`config.mk`:
```
export PLATFORM = sky130hd
export DESIGN_NAME = serial_gateway_mode_control
export DESIGN_NICKNAME = d
export VERILOG_FILES = /design/src/gateway_pkg.sv /design/src/serial_engine.sv /design/src/serial_gateway_mode_control.sv
export SDC_FILE = /design/constraint.sdc
export NUM_CORES = 1
export LEC_CHECK = 0
export BUFFER_PORTS_ARGS = -buffer_cell sky130_fd_sc_hd__buf_4
export CAP_MARGIN = 40
export CORE_UTILIZATION = 45
export CTS_BUF_LIST = sky130_fd_sc_hd__clkbuf_16
export CTS_CLUSTER_SIZE = 30
export DETAILED_ROUTE_END_ITERATION = 7
export GPL_ROUTABILITY_DRIVEN = 0
export SYNTH_ARGS = -nofsm -noshare
export SYNTH_HDL_FRONTEND = slang
export SYNTH_HIERARCHICAL = 1
export SYNTH_SLANG_ARGS = --single-unit
```
`constraint.sdc`:
```
create_clock -name pclk -period 9.6 [get_ports pclk]
set_input_delay 0.96 -clock pclk [delete_from_list [all_inputs] [get_ports pclk]]
set_output_delay 0.96 -clock pclk [all_outputs]
set_load 0.005 [all_outputs]
```
`src/gateway_pkg.sv`:
```
/*
 * Shared constants and carrier types for the serial gateway mode control:
 * register offsets, reset values, timing counts, modes and line settings.
 * Assumes a single 25 MHz clock feeding every design file.
 */
`default_nettype none

package gateway_pkg;

	// ----------------------------------------------------------------
	// timing
	// ----------------------------------------------------------------
	localparam int          CLK_HZ           = 25_000_000;
	localparam int          FIXED_BAUD       = 9600;
	localparam logic [15:0] FIXED_DIV        = 16'(CLK_HZ / FIXED_BAUD);
	localparam int          TEST_TICK_MS     = 1000;
	localparam int          TEST_TICK_CYCLES = (CLK_HZ / 1000) * TEST_TICK_MS;
	localparam logic [3:0]  SETTLE_CYCLES    = 4'h4;

	// ----------------------------------------------------------------
	// switch codes
	// ----------------------------------------------------------------
	localparam logic [3:0] SEL_CONFIG = 4'hF;
	localparam logic [3:0] SEL_TEST   = 4'hE;

	// ----------------------------------------------------------------
	// register map
	// ----------------------------------------------------------------
	localparam logic [7:0] OFF_CTRL     = 8'h00;
	localparam logic [7:0] OFF_STATUS   = 8'h04;
	localparam logic [7:0] OFF_IRQ_STAT = 8'h08;
	localparam logic [7:0] OFF_IRQ_MASK = 8'h0C;
	localparam logic [7:0] OFF_TX       = 8'h10;
	localparam logic [7:0] OFF_RX       = 8'h14;
	localparam logic [7:0] OFF_BUS_OUT  = 8'h18;
	localparam logic [7:0] OFF_DBG_TX   = 8'h1C;
	localparam logic [7:0] OFF_BUS_IN   = 8'h20;

	localparam int IRQ_RX     = 0;
	localparam int IRQ_FRAME  = 1;
	localparam int IRQ_REJECT = 2;
	localparam int IRQ_TICK   = 3;

	// ----------------------------------------------------------------
	// types
	// ----------------------------------------------------------------
	typedef enum logic [1:0] {
		MODE_DATA   = 2'b00,
		MODE_CONFIG = 2'b01,
		MODE_TEST   = 2'b10
	} mode_t;

	// ctrl register bits [19:0]
	typedef struct packed {
		logic        stop_check;
		logic        parity_odd;
		logic        parity_en;
		logic        data8;
		logic [15:0] div;
	} line_cfg_t;

	typedef struct packed {
		logic [3:0] a;
		logic [3:0] b;
		logic       rs232;
	} switches_t;

	typedef struct packed {
		logic       red;
		logic       green;
		logic [3:0] code;
	} indicators_t;

	localparam line_cfg_t CFG_RESET = '{stop_check: 1'b1, parity_odd: 1'b0,
		parity_en: 1'b0, data8: 1'b1, div: FIXED_DIV};

	localparam int                    BANNER_LEN = 13;
	localparam logic [8*BANNER_LEN-1:0] BANNER   = "GATEWAY CFG\r\n";

endpackage

`default_nettype wire

```
`src/serial_engine.sv`:
```
/*
 * One asynchronous serial port: transmitter and receiver with stop-bit check.
 * Assumes cfg stays stable while a character is in flight.
 */
`default_nettype none

module serial_engine import gateway_pkg::*; (
	input  wire logic      pclk,
	input  wire logic      presetn,
	input  wire line_cfg_t cfg,
	input  wire logic      tx_start,
	input  wire logic [7:0] tx_byte,
	output logic           tx_busy,
	output logic           tx,
	input  wire logic      rx,
	output logic           rx_valid,
	output logic [7:0]     rx_byte,
	output logic           frame_err
);

	typedef struct packed {
		logic [2:0]  sync;
		logic        line;
		logic        txd;
		logic        tbusy;
		logic [10:0] tsh;
		logic [3:0]  tleft;
		logic [15:0] tcnt;
		logic        rbusy;
		logic        rhalf;
		logic [3:0]  ridx;
		logic [15:0] rcnt;
		logic [9:0]  rsh;
		logic        rvalid;
		logic [7:0]  rbyte;
		logic        ferr;
	} eng_t;

	eng_t       s;
	eng_t       next_s;
	logic [7:0] d;
	logic       pbit;
	logic [3:0] last;

	always_comb begin
		next_s = s;
		next_s.rvalid = 1'b0;
		next_s.ferr = 1'b0;
		d = cfg.data8 ? tx_byte : {1'b0, tx_byte[6:0]};
		pbit = cfg.parity_en ? (^d ^ cfg.parity_odd) : 1'b1;
		last = (cfg.data8 ? 4'h8 : 4'h7) + {3'h0, cfg.parity_en};
		// ------------------------------------------------------------
		// receive line: change counts once stages two and three agree
		// ------------------------------------------------------------
		next_s.sync = {s.sync[1:0], rx};
		if (s.sync[1] == s.sync[2]) begin
			next_s.line = s.sync[2];
		end
		// ------------------------------------------------------------
		// transmitter
		// ------------------------------------------------------------
		if (!s.tbusy) begin
			next_s.txd = 1'b1;
			if (tx_start) begin
				next_s.tsh = cfg.data8 ? {1'b1, pbit, d, 1'b0} : {2'b11, pbit, d[6:0], 1'b0};
				// one extra idle bit so the far end always sees a full stop
				next_s.tleft = (cfg.data8 ? 4'hB : 4'hA) + {3'h0, cfg.parity_en}; // RULE12
				next_s.tcnt = 16'h0000;
				next_s.tbusy = 1'b1;
			end
		end else begin
			next_s.txd = s.tsh[0];
			if (s.tcnt == cfg.div - 16'h0001) begin
				next_s.tcnt = 16'h0000;
				next_s.tsh = {1'b1, s.tsh[10:1]};
				next_s.tleft = s.tleft - 4'h1;
				if (s.tleft == 4'h1) begin
					next_s.tbusy = 1'b0;
				end
			end else begin
				next_s.tcnt = s.tcnt + 16'h0001;
			end
		end
		// ------------------------------------------------------------
		// receiver
		// ------------------------------------------------------------
		if (!s.rbusy) begin
			if (!s.line) begin
				next_s.rbusy = 1'b1;
				next_s.rhalf = 1'b1;
				next_s.rcnt = 16'h0000;
				next_s.ridx = 4'h0;
			end
		end else if (s.rcnt == (s.rhalf ? {1'b0, cfg.div[15:1]} : cfg.div - 16'h0001)) begin
			next_s.rcnt = 16'h0000;
			if (s.rhalf) begin
				next_s.rhalf = 1'b0;
				if (s.line) begin
					next_s.rbusy = 1'b0;
				end
			end else begin
				next_s.rsh[s.ridx] = s.line;
				next_s.ridx = s.ridx + 4'h1;
				if (s.ridx == last) begin
					next_s.rbusy = 1'b0;
					next_s.rvalid = 1'b1;
					next_s.rbyte = cfg.data8 ? s.rsh[7:0] : {1'b0, s.rsh[6:0]};
					// stop sampled low at mid-bit means it was short
					next_s.ferr = !s.line && cfg.stop_check // RULE12 RULE13 RULE15
						&& cfg.data8 && !cfg.parity_en; // RULE14
				end
			end
		end else begin
			next_s.rcnt = s.rcnt + 16'h0001;
		end
	end

	always_ff @(posedge pclk or negedge presetn) begin
		if (!presetn) begin
			s <= '{sync: 3'b111, line: 1'b1, txd: 1'b1, default: '0};
		end else begin
			s <= next_s;
		end
	end

	assign tx        = s.txd;
	assign tx_busy   = s.tbusy;
	assign rx_valid  = s.rvalid;
	assign rx_byte   = s.rbyte;
	assign frame_err = s.ferr;

endmodule

`default_nettype wire

```
`src/serial_gateway_mode_control.sv`:
```
/*
 * Mode control of a fieldbus-to-serial gateway: power-up mode selection,
 * configuration banner, test pattern with echo, indicators, APB registers.
 * Assumes an APB master on pclk and switch pins that settle before release.
 */
`default_nettype none

// Function
// RULE1: both selectors F with RS232 at power-up selects configuration mode.
// RULE2: configuration mode forces 9600 baud, 8 data, no parity, 1 stop.
// RULE3: configuration mode sends an ASCII banner right after start.
// RULE4: configuration writes accepted only in configuration mode, rejected otherwise.
// RULE5: both selectors E with RS232 selects test mode; other switches ignored.
// RULE6: test mode sends one hex ASCII character per second, 0 to F, stored format.
// RULE7: test mode puts the test value on every fieldbus data byte.
// RULE8: test mode flashes status red/green, code indicators show test value.
// RULE9: test mode echoes every received character on its own interface.
// RULE10: fieldbus echo uses only first byte; other bytes keep their value.
// RULE11: neither configuration nor test means data exchange with stored settings.
// RULE12: receiver checks stop length; transmitter sends a long enough stop.
// RULE13: enabled check flags error indicators when stop bit is not 1 bit.
// RULE14: stop check only acts with 8 data bits and no parity.
// RULE15: stop check is a setting, enabled or disabled, enabled by default.
// RULE16: debug serial port always runs 9600 baud, 8 data, no parity, 1 stop.
// RULE17: configuration mode flashes status red; code indicators carry no meaning.
// RULE18: switches sampled once after reset; mode held until next restart.
module serial_gateway_mode_control import gateway_pkg::*; #(
	parameter int TICK_CYCLES = TEST_TICK_CYCLES,
	parameter int BUS_BYTES   = 4
) (
	input  wire logic                   pclk,
	input  wire logic                   presetn,
	input  wire logic                   psel,
	input  wire logic                   penable,
	input  wire logic                   pwrite,
	input  wire logic [7:0]             paddr,
	input  wire logic [31:0]            pwdata,
	output logic [31:0]                 prdata,
	output logic                        pready,
	output logic                        pslverr,
	output logic                        irq,
	input  wire logic [3:0]             mode_selector_switch_a,
	input  wire logic [3:0]             mode_selector_switch_b,
	input  wire logic                   if_select_rs232,
	input  wire logic                   ser_rx,
	output logic                        ser_tx,
	input  wire logic                   dbg_rx,
	output logic                        dbg_tx,
	input  wire logic [8*BUS_BYTES-1:0] bus_in,
	input  wire logic                   bus_in_valid,
	output logic [8*BUS_BYTES-1:0]      bus_out,
	output indicators_t                 serial_status_indicator
);

	localparam int BW = 8 * BUS_BYTES;

	typedef struct packed {
		switches_t   sw1;
		switches_t   sw2;
		switches_t   sw3;
		logic [3:0]  settle;
		logic        decided;
		mode_t       mode;
		line_cfg_t   cfg;
		logic [3:0]  irq_stat;
		logic [3:0]  irq_mask;
		logic [31:0] tick_cnt;
		logic        phase;
		logic [3:0]  test_val;
		logic [3:0]  shown;
		logic        tick_pend;
		logic [7:0]  tick_char;
		logic        echo_pend;
		logic [7:0]  echo_byte;
		logic [3:0]  banner_idx;
		logic        sw_pend;
		logic [7:0]  sw_byte;
		logic        dbg_pend;
		logic [7:0]  dbg_byte;
		logic        tx_go;
		logic [7:0]  tx_byte;
		logic        dbg_go;
		logic [7:0]  rx_data;
		logic        rx_full;
		logic [BW-1:0] bus_out;
		indicators_t led;
	} state_t;

	state_t    s;
	state_t    next_s;
	line_cfg_t line_cfg;
	logic      tx_busy;
	logic      dbg_busy;
	logic      rx_valid;
	logic [7:0] rx_byte;
	logic      frame_err;
	logic      tick;
	logic      wr;
	logic      rd;
	logic      mapped;
	logic      reject;
	logic      in_cfg;
	logic      in_test;
	logic      in_data;

	// ----------------------------------------------------------------
	// serial ports
	// ----------------------------------------------------------------
	always_comb begin
		line_cfg = s.cfg; // RULE6 RULE11
		if (in_cfg) begin
			// fixed 8N1 at 9600 whatever is stored
			line_cfg = '{stop_check: s.cfg.stop_check, parity_odd: 1'b0, // RULE2
				parity_en: 1'b0, data8: 1'b1, div: FIXED_DIV};
		end
	end

	serial_engine main_port (
		.pclk      (pclk),
		.presetn   (presetn),
		.cfg       (line_cfg),
		.tx_start  (s.tx_go),
		.tx_byte   (s.tx_byte),
		.tx_busy   (tx_busy),
		.tx        (ser_tx),
		.rx        (ser_rx),
		.rx_valid  (rx_valid),
		.rx_byte   (rx_byte),
		.frame_err (frame_err)
	);

	serial_engine debug_port (
		.pclk      (pclk),
		.presetn   (presetn),
		.cfg       (CFG_RESET), // RULE16
		.tx_start  (s.dbg_go),
		.tx_byte   (s.dbg_byte),
		.tx_busy   (dbg_busy),
		.tx        (dbg_tx),
		.rx        (dbg_rx),
		.rx_valid  (),
		.rx_byte   (),
		.frame_err ()
	);

	// ----------------------------------------------------------------
	// next state
	// ----------------------------------------------------------------
	always_comb begin
		next_s = s;
		next_s.tx_go = 1'b0;
		next_s.dbg_go = 1'b0;
		in_cfg = s.decided && (s.mode == MODE_CONFIG);
		in_test = s.decided && (s.mode == MODE_TEST);
		in_data = s.decided && (s.mode == MODE_DATA);
		wr = psel && penable && pwrite;
		rd = psel && penable && !pwrite;
		mapped = (paddr[1:0] == 2'b00) && (paddr <= OFF_BUS_IN);
		reject = 1'b0;

		// switches pass three flops; decision only once after release
		next_s.sw1 = '{a: mode_selector_switch_a, b: mode_selector_switch_b,
			rs232: if_select_rs232};
		next_s.sw2 = s.sw1;
		next_s.sw3 = s.sw2;
		if (!s.decided) begin
			if (s.settle != SETTLE_CYCLES) begin
				next_s.settle = s.settle + 4'h1;
			end else if (s.sw2 == s.sw3) begin
				next_s.decided = 1'b1; // RULE18
				next_s.banner_idx = 4'h0;
				if (s.sw3.rs232 && s.sw3.a == SEL_CONFIG && s.sw3.b == SEL_CONFIG) begin
					next_s.mode = MODE_CONFIG; // RULE1
				end else if (s.sw3.rs232 && s.sw3.a == SEL_TEST && s.sw3.b == SEL_TEST) begin
					next_s.mode = MODE_TEST; // RULE5
				end else begin
					next_s.mode = MODE_DATA; // RULE11
				end
			end
		end

		// one-second tick also paces indicator flashing
		tick = (s.tick_cnt == 32'(TICK_CYCLES - 1));
		next_s.tick_cnt = tick ? 32'h0000_0000 : s.tick_cnt + 32'h0000_0001;
		if (tick) begin
			next_s.phase = ~s.phase;
		end
		if (tick && in_test) begin
			next_s.tick_pend = 1'b1; // RULE6
			next_s.tick_char = (s.test_val < 4'hA) ? 8'h30 + {4'h0, s.test_val}
				: 8'h37 + {4'h0, s.test_val};
			next_s.shown = s.test_val;
			next_s.test_val = s.test_val + 4'h1;
			for (int i = 0; i < BUS_BYTES; i++) begin
				next_s.bus_out[8*i +: 8] = {4'h0, s.test_val}; // RULE7
			end
		end

		// ------------------------------------------------------------
		// register writes; clears act before the event sets below
		// ------------------------------------------------------------
		if (wr) begin
			unique case (paddr)
				OFF_CTRL: begin
					if (in_cfg) begin
						next_s.cfg = line_cfg_t'(pwdata[19:0]); // RULE4 RULE15
					end else begin
						reject = 1'b1; // RULE4
					end
				end
				OFF_IRQ_STAT: next_s.irq_stat = s.irq_stat & ~pwdata[3:0];
				OFF_IRQ_MASK: next_s.irq_mask = pwdata[3:0];
				OFF_TX: begin
					if (in_data && !s.sw_pend) begin
						next_s.sw_pend = 1'b1;
						next_s.sw_byte = pwdata[7:0];
					end else begin
						reject = 1'b1;
					end
				end
				OFF_BUS_OUT: begin
					if (in_data) begin
						next_s.bus_out = BW'(pwdata);
					end else begin
						reject = 1'b1;
					end
				end
				OFF_DBG_TX: begin
					if (!s.dbg_pend) begin
						next_s.dbg_pend = 1'b1;
						next_s.dbg_byte = pwdata[7:0];
					end else begin
						reject = 1'b1;
					end
				end
				default: ;
			endcase
		end
		if (rd && paddr == OFF_RX) begin
			next_s.rx_full = 1'b0;
		end

		// ------------------------------------------------------------
		// transmit arbitration
		// ------------------------------------------------------------
		if (!tx_busy && !s.tx_go) begin
			if (in_cfg && s.banner_idx != 4'(BANNER_LEN)) begin
				next_s.tx_go = 1'b1; // RULE3
				next_s.tx_byte = BANNER[8*(BANNER_LEN-1-int'(s.banner_idx)) +: 8];
				next_s.banner_idx = s.banner_idx + 4'h1;
			end else if (in_test && s.tick_pend) begin
				next_s.tx_go = 1'b1; // RULE6
				next_s.tx_byte = s.tick_char;
				next_s.tick_pend = 1'b0;
			end else if (in_test && s.echo_pend) begin
				next_s.tx_go = 1'b1; // RULE9
				next_s.tx_byte = s.echo_byte;
				next_s.echo_pend = 1'b0;
			end else if (in_data && s.sw_pend) begin
				next_s.tx_go = 1'b1; // RULE11
				next_s.tx_byte = s.sw_byte;
				next_s.sw_pend = 1'b0;
			end
		end
		if (!dbg_busy && !s.dbg_go && s.dbg_pend) begin
			next_s.dbg_go = 1'b1; // RULE16
			next_s.dbg_pend = 1'b0;
		end

		// ------------------------------------------------------------
		// receive side and events; sets win over clears
		// ------------------------------------------------------------
		if (rx_valid && in_test) begin
			next_s.echo_pend = 1'b1; // RULE9
			next_s.echo_byte = rx_byte;
		end
		if (rx_valid && in_data) begin
			next_s.rx_data = rx_byte;
			next_s.rx_full = 1'b1;
			next_s.irq_stat[IRQ_RX] = 1'b1;
		end
		if (in_test && bus_in_valid) begin
			next_s.bus_out[7:0] = bus_in[7:0]; // RULE9 RULE10
		end
		if (frame_err) begin
			next_s.irq_stat[IRQ_FRAME] = 1'b1; // RULE13
		end
		if (reject || (wr && !mapped)) begin
			next_s.irq_stat[IRQ_REJECT] = 1'b1;
		end
		if (tick && in_test) begin
			next_s.irq_stat[IRQ_TICK] = 1'b1;
		end

		// ------------------------------------------------------------
		// indicators
		// ------------------------------------------------------------
		next_s.led = '{red: 1'b0, green: 1'b0, code: 4'h0};
		if (in_cfg) begin
			next_s.led.red = s.phase; // RULE17
		end else if (in_test) begin
			next_s.led = '{red: s.phase, green: ~s.phase, code: s.shown}; // RULE8
		end else if (in_data) begin
			// error stays shown until software clears the status bit
			next_s.led.green = !s.irq_stat[IRQ_FRAME];
			next_s.led.red = s.irq_stat[IRQ_FRAME]; // RULE13
			next_s.led.code = {3'h0, s.irq_stat[IRQ_FRAME]};
		end
	end

	always_ff @(posedge pclk or negedge presetn) begin
		if (!presetn) begin
			s <= '{cfg: CFG_RESET, mode: MODE_DATA, default: '0}; // RULE15
		end else begin
			s <= next_s;
		end
	end

	// ----------------------------------------------------------------
	// bus answer and outputs
	// ----------------------------------------------------------------
	always_comb begin
		prdata = 32'h0000_0000;
		unique case (paddr)
			OFF_CTRL:     prdata = {12'h000, s.cfg};
			OFF_STATUS:   prdata = {24'h000000, s.rx_full, s.dbg_pend, s.sw_pend,
				tx_busy, 1'b0, s.decided, s.mode};
			OFF_IRQ_STAT: prdata = {28'h0000000, s.irq_stat};
			OFF_IRQ_MASK: prdata = {28'h0000000, s.irq_mask};
			OFF_RX:       prdata = {24'h000000, s.rx_data};
			OFF_BUS_OUT:  prdata = 32'(s.bus_out);
			OFF_BUS_IN:   prdata = 32'(bus_in);
			default:      prdata = 32'h0000_0000;
		endcase
	end

	assign pready  = 1'b1;
	assign pslverr = psel && penable && (!mapped || (pwrite && reject));
	assign irq     = |(s.irq_stat & s.irq_mask);
	assign bus_out = s.bus_out;
	assign serial_status_indicator = s.led;

endmodule

`default_nettype wire

```
Yosys cells after proc, flatten, opt, wreduce, memory -nomap -nowiden. Index checks and enable logic that the tools add are counted.

Bits in registers: 312. Input bits: 89. Output and inout bits: 75. Logic and storage cells: 304.

Add/subtract/negate cells: 16. Magnitude comparators: 4. Equality and inequality tests: 32. Shift-type cells: 1. Muxes and demuxes: 95. Bitwise logic cells: 9. Reduce and logical (&&, ||, !) cells: 83.

Operators by type and width (count): $mux W32 (7); $pmux W32 S7 (1); $shiftx A104 B8 Y8 const A (1); $mux W16 (6); $mux W9 (10); $mux W33 (2); $mux W10 (5); $add A16 B1 Y16 const B (3); $mux W22 (2); $mux W8 (5); $mux W1 (33); $add A32 B1 Y32 const B (1); $eq A16 B16 Y1 (2); $eq A32 B25 Y1 const B (1); $eq A8 B5 Y1 const B (4); $mux W4 (8); $logic_and A1 B1 Y1 (31); $reduce_bool A2 Y1 (15); $reduce_and A2 Y1 (11); $mux W19 (1); $mux W18 (1); $mux W6 (3); $reduce_and A3 Y1 (6); $add A4 B1 Y4 const B (4); other kinds (43) (77).

Depth between registers and ports, before layout. Gate-level depths: netlist (run 1).

Depth after elaboration: 11. Gate-level depth with buffers: 17. Mapped depth without buffers: 12.

Modules after synthesis. The synthesis (run 1) kept the hierarchy.

By module, submodules not included: serial_gateway_mode_control (instances 1, cells each 905, area an instance 9645.5 um^2, sequential area each 4988.5 um^2); serial_engine at debug_port (instances 1, cells each 632, area an instance 5637.9 um^2, sequential area each 1933.1 um^2); serial_engine at main_port (instances 1, cells each 587, area an instance 5343.9 um^2, sequential area each 1933.1 um^2).

Least setup slack after synthesis (run 1). No wires, ideal clock.

Path kind: register to register. Start: register s[167] (netlist name). End: register main_port/s[10] in the netlist's numbering. Setup time: 125 ps. Arrival: 3874 ps. Data required time: 9475 ps. Path slack: 5602 ps. Stages on the path, launching flop included: 16. Buffers on the path: 3. Clock period less this slack: 3998 ps. Cells stage by stage: dfrtp_1 > buf_2 > nand3b_1 > clkbuf_1 > and2_1 > clkbuf_1 > inv_1 > ha_1 > or4b_1 > nor4b_2 > mux2i_1 > o221ai_2 > a211oi_1 > nand3_1 > nor2_1 > mux2_2.

RTL lines: end signal, assigned (RTL line serial_engine.sv:122) `s <= next_s;`; end, declared (RTL line serial_engine.sv:39) `eng_t s;`.

==> reports/qor.log, run 1 <==
[die] placeable core region 37840 sq um
[setup_path] worst r2r path cells 11
[timing] count of pins over their slew limit 0
[timing] clk_skew 14.51 ps
[cells_and_area] Area growth syn-to-layout 14.75%
[global_routing] global router's overall resource usage 22.70%
[timing] final critical-path share of the clock period 47.85%
[setup_path] delay of the slowest cell on the worst path 750 ps
[timing] Highest Clock Rate 217.7 MHz
[clocking] clock-pin slew reported for the worst setup and hold paths after clock tree synthesis 60 ps
[timing] Hold WS 345.5 ps
[routing] average vias per placed instance 5.551
[cells_and_area] # nets final 1980
[setup_path] startpoint of the most critical register-to-register path s[167]
[routing] post-detailed-routing wire length 44.60 mm
[setup_path] endpoint kind of the worst setup timing path register
[routing] count of vias placed by the detailed router 13350
[min_path] endpoint of the worst hold-timing path next_s[179]
[timing] count of final hold-check violations 0
[clocking] CTS tree yes
[timing] Relative slew margins 41.98%
[power_and_ir_drop] worst vdd ir 0.1518 mV
[die] total number of placement rows 71
[routing] wire per inst 18.54 microns
[routing] DRC errors left 0
[synth] synthesized cell area 17420 sq um
[routing] DRT iter0 DRCs 1043
[setup_path] Max FO, Critical Path 24
[clocking] hold-fix buffers at CTS 0
[timing] Setup Viol. Count Final 0
[setup_path] Slowest cell on crit path or4_1
[cells_and_area] total area of sequential cells 7749 sq um
[setup_path] number of cells on the critical path 11
[cells_and_area] fraction of final layout cells with drive strength greater than 1 17.80%
[setup_path] setup slack of the worst register-to-register path 5010 ps
[cells_and_area] Post-Layout Inst Area 19990 sq um
[clocking] buffer depth of the longest clock path 3
[timing] minimum period implied by the final worst setup slack 4594 ps
[place] post-detailed-placement cell area 18770 sq um
[place] # port buffers 161
[synth] Post-Syn Instances 1760
[die] DIE WIDTH 198.7 microns
[clocking] # clock sinks 309
[min_path] hold-critical path depth 0
[place] HPWL reported at the end of detailed placement 32.27 mm
[global_routing] GRT Residual Overflow 0
[die] die height 198.7 microns
[clocking] number of buffers created by CTS 36
[power_and_ir_drop] static leakage 9.628 nW
[setup_path] cell mode on critical path mux2_1
[cells_and_area] area taken by multi-input logic gates 8738 sq um
[global_routing] number of antenna violations at the first check in global routing 2
[timing] setup repair after global routing missed its margin no
[run_status] outcome completed
[cells_and_area] Fill cells 3463
[min_path] Hold Crit Class register to register
[die] starting density of the core 46.03%
[routing] number of detailed-route iterations in the first pass 6
[global_routing] largest net degree at the start of global routing 106
[die] number of placed I/O pins 164
[power_and_ir_drop] power per cell area 146.0 nW/um^2
[clocking] Post-CTS Setup Inserts 0
[clocking] root buffer cell clkbuf_16
[clocking] clock latency reported for the late side of the worst-skew pair 530 ps
[global_routing] vias in the first global route 12780
[synth] Avg Inst Size Synth 9.897 sq um
[setup_path] CP delay by family, top simple AND/OR/NAND/NOR gates
[setup_path] kind of start point of the critical path register
[synth] Yosys warnings 6
[setup_path] Critical Path AT 5000 ps
[clocking] PostCTS Resize Cnt 0
[timing] slew of the pin with the lowest slew margin 868.5 ps
[die] floorplan die area 39500 sq um
[setup_path] ordered list of cells on the worst path nand3b_1, buf_4, nand2b_1, or4_1, nor4_4, mux2_1, a31oi_1, a2111oi_4, and4_4, and2b_1, mux2_1
[global_routing] global-route wire length before repair 70.32 mm
[min_path] hold_sp next_s[188]
[setup_path] capture point of the worst reg-to-reg path main_port/rx_byte[6]
[flow_run] number of max-cap violations 0
[cells_and_area] final core area utilization 52.82%
[setup_path] required arrival time at the worst endpoint 10000 ps
[setup_path] critical path buffer and inverter count 1
[timing] final total negative setup slack 0 ps
[setup_path] start-to-end type of the worst setup path register to register
[clocking] H-tree levels 2
[routing] count of nets left with antenna violations after detail routing 0
==> cell usage in the layout, fill, tap and decap left out, types with 30 or more instances in the layout <==
cell	instances
a21o_1	33
clkbuf_16	37
a21oi_1	36
mux2_1	35
mux2_2	43
xnor2_1	79
nand4_1	31
conb_1	45
o21ai_0	70
inv_1	71
dfrtp_1	296
buf_4	175
nand3_1	81
xor2_1	69
nand2_1	163
nor2_1	116
and3_1	30
==> metal layers <==
metal / wire length (microns) / GRT usage, % / up-vias
met2: 20220 / 35.87 / 353
met3: 2793 / 4.527 / 73
met1: 20390 / 31.21 / 6543
met5: 12 / 0 / -
li1: - / - / 6379
met4: 1182 / 7.236 / 2
==> sequential cells by signal (all words and copies together), names as in the netlist <==
register,count
main_port/rx_byte,8
s,143
main_port/tx_busy,1
next_s,18
main_port/rx_valid,1
bus_out,32
debug_port/tx_busy,1
main_port/s,63
main_port/frame_err,1
debug_port/tx,1
main_port/tx,1
serial_status_indicator,6
main_port/next_s,2
debug_port/s,31
==> worst reg2reg max path: stages, from the launching register on <==
cell	delay [ps]
dfrtp_1	530
nand3b_1	160
buf_4	280
nand2b_1	390
or4_1	750
nor4_4	370
mux2_1	190
a31oi_1	130
a2111oi_4	480
and4_4	380
and2b_1	440
mux2_1	380
==> stage by stage <==
stage          cells  setup WS [ps]  power (mW)
5_1_grt         2405           4716       3.022
3_3_place_gp    2333           5062       1.525
4_1_cts         2404           4998       2.954
6_report        2405           5006       2.918
3_5_place_dp    2338           5032       1.530
2_1_floorplan   1803           5602       1.447
==> worst max path at each step <==
stage               slack [ps]  startpoint                    to
floorplan                 5600      s[167]       main_port/s[10]
global placement          5060      s[167]  main_port/rx_byte[2]
detailed placement        5030      s[167]  main_port/rx_byte[3]
CTS                       5000      s[167]  main_port/rx_byte[0]
global route              4720      s[167]  main_port/rx_byte[6]
finish                    5010      s[167]  main_port/rx_byte[6]
==> power breakdown <==
part	switching (mW)	internal [mW]
Clock	0.549	0.862
Sequential	0.0327	1.33
Combinational	0.0780	0.0714
==> cell type report <==
cell class | instances | area share (%)
Sequential cell | 309 | 38.77
Timing Repair Buffer | 180 | 7.030
Antenna cell | 1 | 0.01252
Tap cell | 511 | 3.199
Multi-Input combinational cell | 1275 | 43.72
Clock buffer | 37 | 4.632
Inverter | 63 | 1.183
Clock inverter | 29 | 1.459
Note: power is estimated with default switching activity, not from simulation.
==> inputs of run 2 (changes only) <==
- PLACE_DENSITY: not set -> 0.65
- clock period: 9.6 -> 4.11 ns (I/O delays scaled with it)
==> run 2 against run 1 <==
Against the previous run: sequential cell count unchanged; sequential power rose by 130%; combinational power grew 140%; clock-buffer cell count is 2 lower; maximum frequency increased by 19%; via count increased by 2.4%; clock power up 120%; critical path depth up 2; sequential share of layout area down 0.55 points; largest cell class unchanged; highest routed layer is now met4.
==> reports/qor.log, run 2 (same netlist as run 1, synthesis figures left out) <==
[run_status] outcome completed
[setup_path] kind of start point of the critical path register
[global_routing] vias in the first global route 13340
[cells_and_area] final core area utilization 53.58%
[clocking] clock-pin slew reported for the worst setup and hold paths after clock tree synthesis 70 ps
[place] HPWL reported at the end of detailed placement 32.83 mm
[cells_and_area] total area of sequential cells 7749 sq um
[routing] number of detailed-route iterations in the first pass 6
[clocking] CTS tree yes
[setup_path] Critical Path AT 4280 ps
[die] starting density of the core 46.03%
[place] post-detailed-placement cell area 19000 sq um
[timing] minimum period implied by the final worst setup slack 3861 ps
[timing] final critical-path share of the clock period 93.94%
[clocking] clock latency reported for the late side of the worst-skew pair 540 ps
[place] # port buffers 161
[cells_and_area] antenna fix cells 0
[flow_run] number of max-cap violations 0
[timing] Hold WS 69.55 ps
[cells_and_area] fraction of final layout cells with drive strength greater than 1 18.85%
[timing] Highest Clock Rate 259.0 MHz
[setup_path] required arrival time at the worst endpoint 4520 ps
[die] total number of placement rows 71
[cells_and_area] Area growth syn-to-layout 16.41%
[setup_path] Max FO, Critical Path 16
[clocking] H-tree levels 2
[clocking] root buffer cell clkbuf_16
[min_path] Hold Crit Class input port to register
[die] floorplan die area 39500 sq um
[clocking] # clock sinks 309
[global_routing] global router's overall resource usage 23.20%
[die] number of placed I/O pins 164
[timing] setup repair after global routing missed its margin no
[die] die height 198.7 microns
[die] placeable core region 37840 sq um
[clocking] number of buffers created by CTS 35
[timing] slew of the pin with the lowest slew margin 898.0 ps
[routing] post-detailed-routing wire length 45.23 mm
[routing] count of vias placed by the detailed router 13670
[routing] average vias per placed instance 5.597
[timing] count of final hold-check violations 0
[routing] wire per inst 18.52 microns
[timing] Relative slew margins 39.86%
[cells_and_area] # nets final 2020
[cells_and_area] commonest non-fill, non-tap cells in the layout dfrtp_1, buf_4, nand2_1, nor2_1, nand3_1
[cells_and_area] Post-Layout Inst Area 20280 sq um
[power_and_ir_drop] static leakage 9.782 nW
[global_routing] GRT Residual Overflow 0
[routing] DRT iter0 DRCs 966
[routing] DRC errors left 0
[routing] count of nets left with antenna violations after detail routing 0
[global_routing] number of antenna violations at the first check in global routing 0
[clocking] buffer depth of the longest clock path 3
[timing] count of pins over their slew limit 0
[timing] final total negative setup slack 0 ps
[clocking] Post-CTS Setup Inserts 0
[timing] Setup Viol. Count Final 0
[cells_and_area] most common cell after layout, fill and taps aside dfrtp_1
[cells_and_area] area taken by multi-input logic gates 8755 sq um
[power_and_ir_drop] power per cell area 329.7 nW/um^2
[cells_and_area] Fill cells 3446
[setup_path] start-to-end type of the worst setup path register to register
[timing] clk_skew 21.17 ps
[global_routing] global-route wire length before repair 72.46 mm
[cells_and_area] max FFs per register 143
[die] DIE WIDTH 198.7 microns
[cells_and_area] register name with the most flops s
[power_and_ir_drop] worst vdd ir 0.3249 mV
[global_routing] largest net degree at the start of global routing 96
[setup_path] endpoint kind of the worst setup timing path register
[run 2: changes by cell type in the layout (fill, tap and decap cells not counted), moves of 2 or more]
cell	before	now
dlygate4sd3_1	0	11
clkinv_2	8	3
clkinvlp_4	0	4
buf_12	0	4
clkbuf_16	37	35
clkinv_1	3	6
buf_16	2	0
buf_4	175	205
[run 2: timing repair]
| action | 4_1_cts | 5_1_grt |
|---|---|---|
| gates resized for setup | 0 | 3 |
| setup endpoints to repair | 0 | 45 |
| hold buffers | 11 | 0 |
| endpoints found under the hold margin | 93 | 0 |
[run 2: cell type report]
class	count	area share (%)
Tap cell	511	3.153
Multi-Input combinational cell	1275	43.18
Clock buffer	35	4.320
Clock inverter	28	1.364
Sequential cell	309	38.22
Timing Repair Buffer	221	8.602
Inverter	63	1.166
[run 2: worst max-delay path, cell delays in order (launching register included)]
cell and delay [ps]:
dfrtp_1 380, nand3b_1 280, buf_4 260, and2_1 180, or4_1 730, nor4_4 260
mux2_1 190, a31oi_1 120, a2111oi_4 390, buf_4 180, o2111ai_1 290, mux2i_4 260
buf_12 160, nor2_1 50
[run 2: metal layers]
layer  vias to the layer above  track usage, %  part of all wire [%]
met5                         -               0                     0
met4                         0           6.068                   2.0
met3                        68           3.086                   5.6
met2                       388           37.45                    47
met1                      6756           32.76                    46
li1                       6457               -                     -
[run 2: worst paths after layout]
check | startpoint | end | slack [ps] | depth (start not counted)
max reg2reg | s[167] | main_port/s[25] | 250 | 13
min | pwdata[30] | bus_out[30] | 70 | 3
min reg2reg | next_s[187] | next_s[178] | 350 | 0
max in group asynchronous | presetn | debug_port/tx | 2580 | 3
min in group asynchronous | presetn | main_port/s[55] | 480 | 2
max | s[167] | main_port/s[25] | 250 | 13
[run 2: where the power goes]
group,switching (mW),internal [mW]
clock network,1.28,1.88
logic,0.189,0.173
registers,0.0685,3.09
[run 2: through the flow]
stage / power, mW / setup slack [ps] / cells
after floorplan: 3.380 / 111.8 / 1803
after global placement: 3.563 / 255.2 / 2365
after detailed placement: 3.572 / 112.0 / 2368
after CTS: 6.753 / 88.25 / 2442
after global routing: 6.913 / 43.89 / 2442
final: 6.686 / 249.0 / 2442
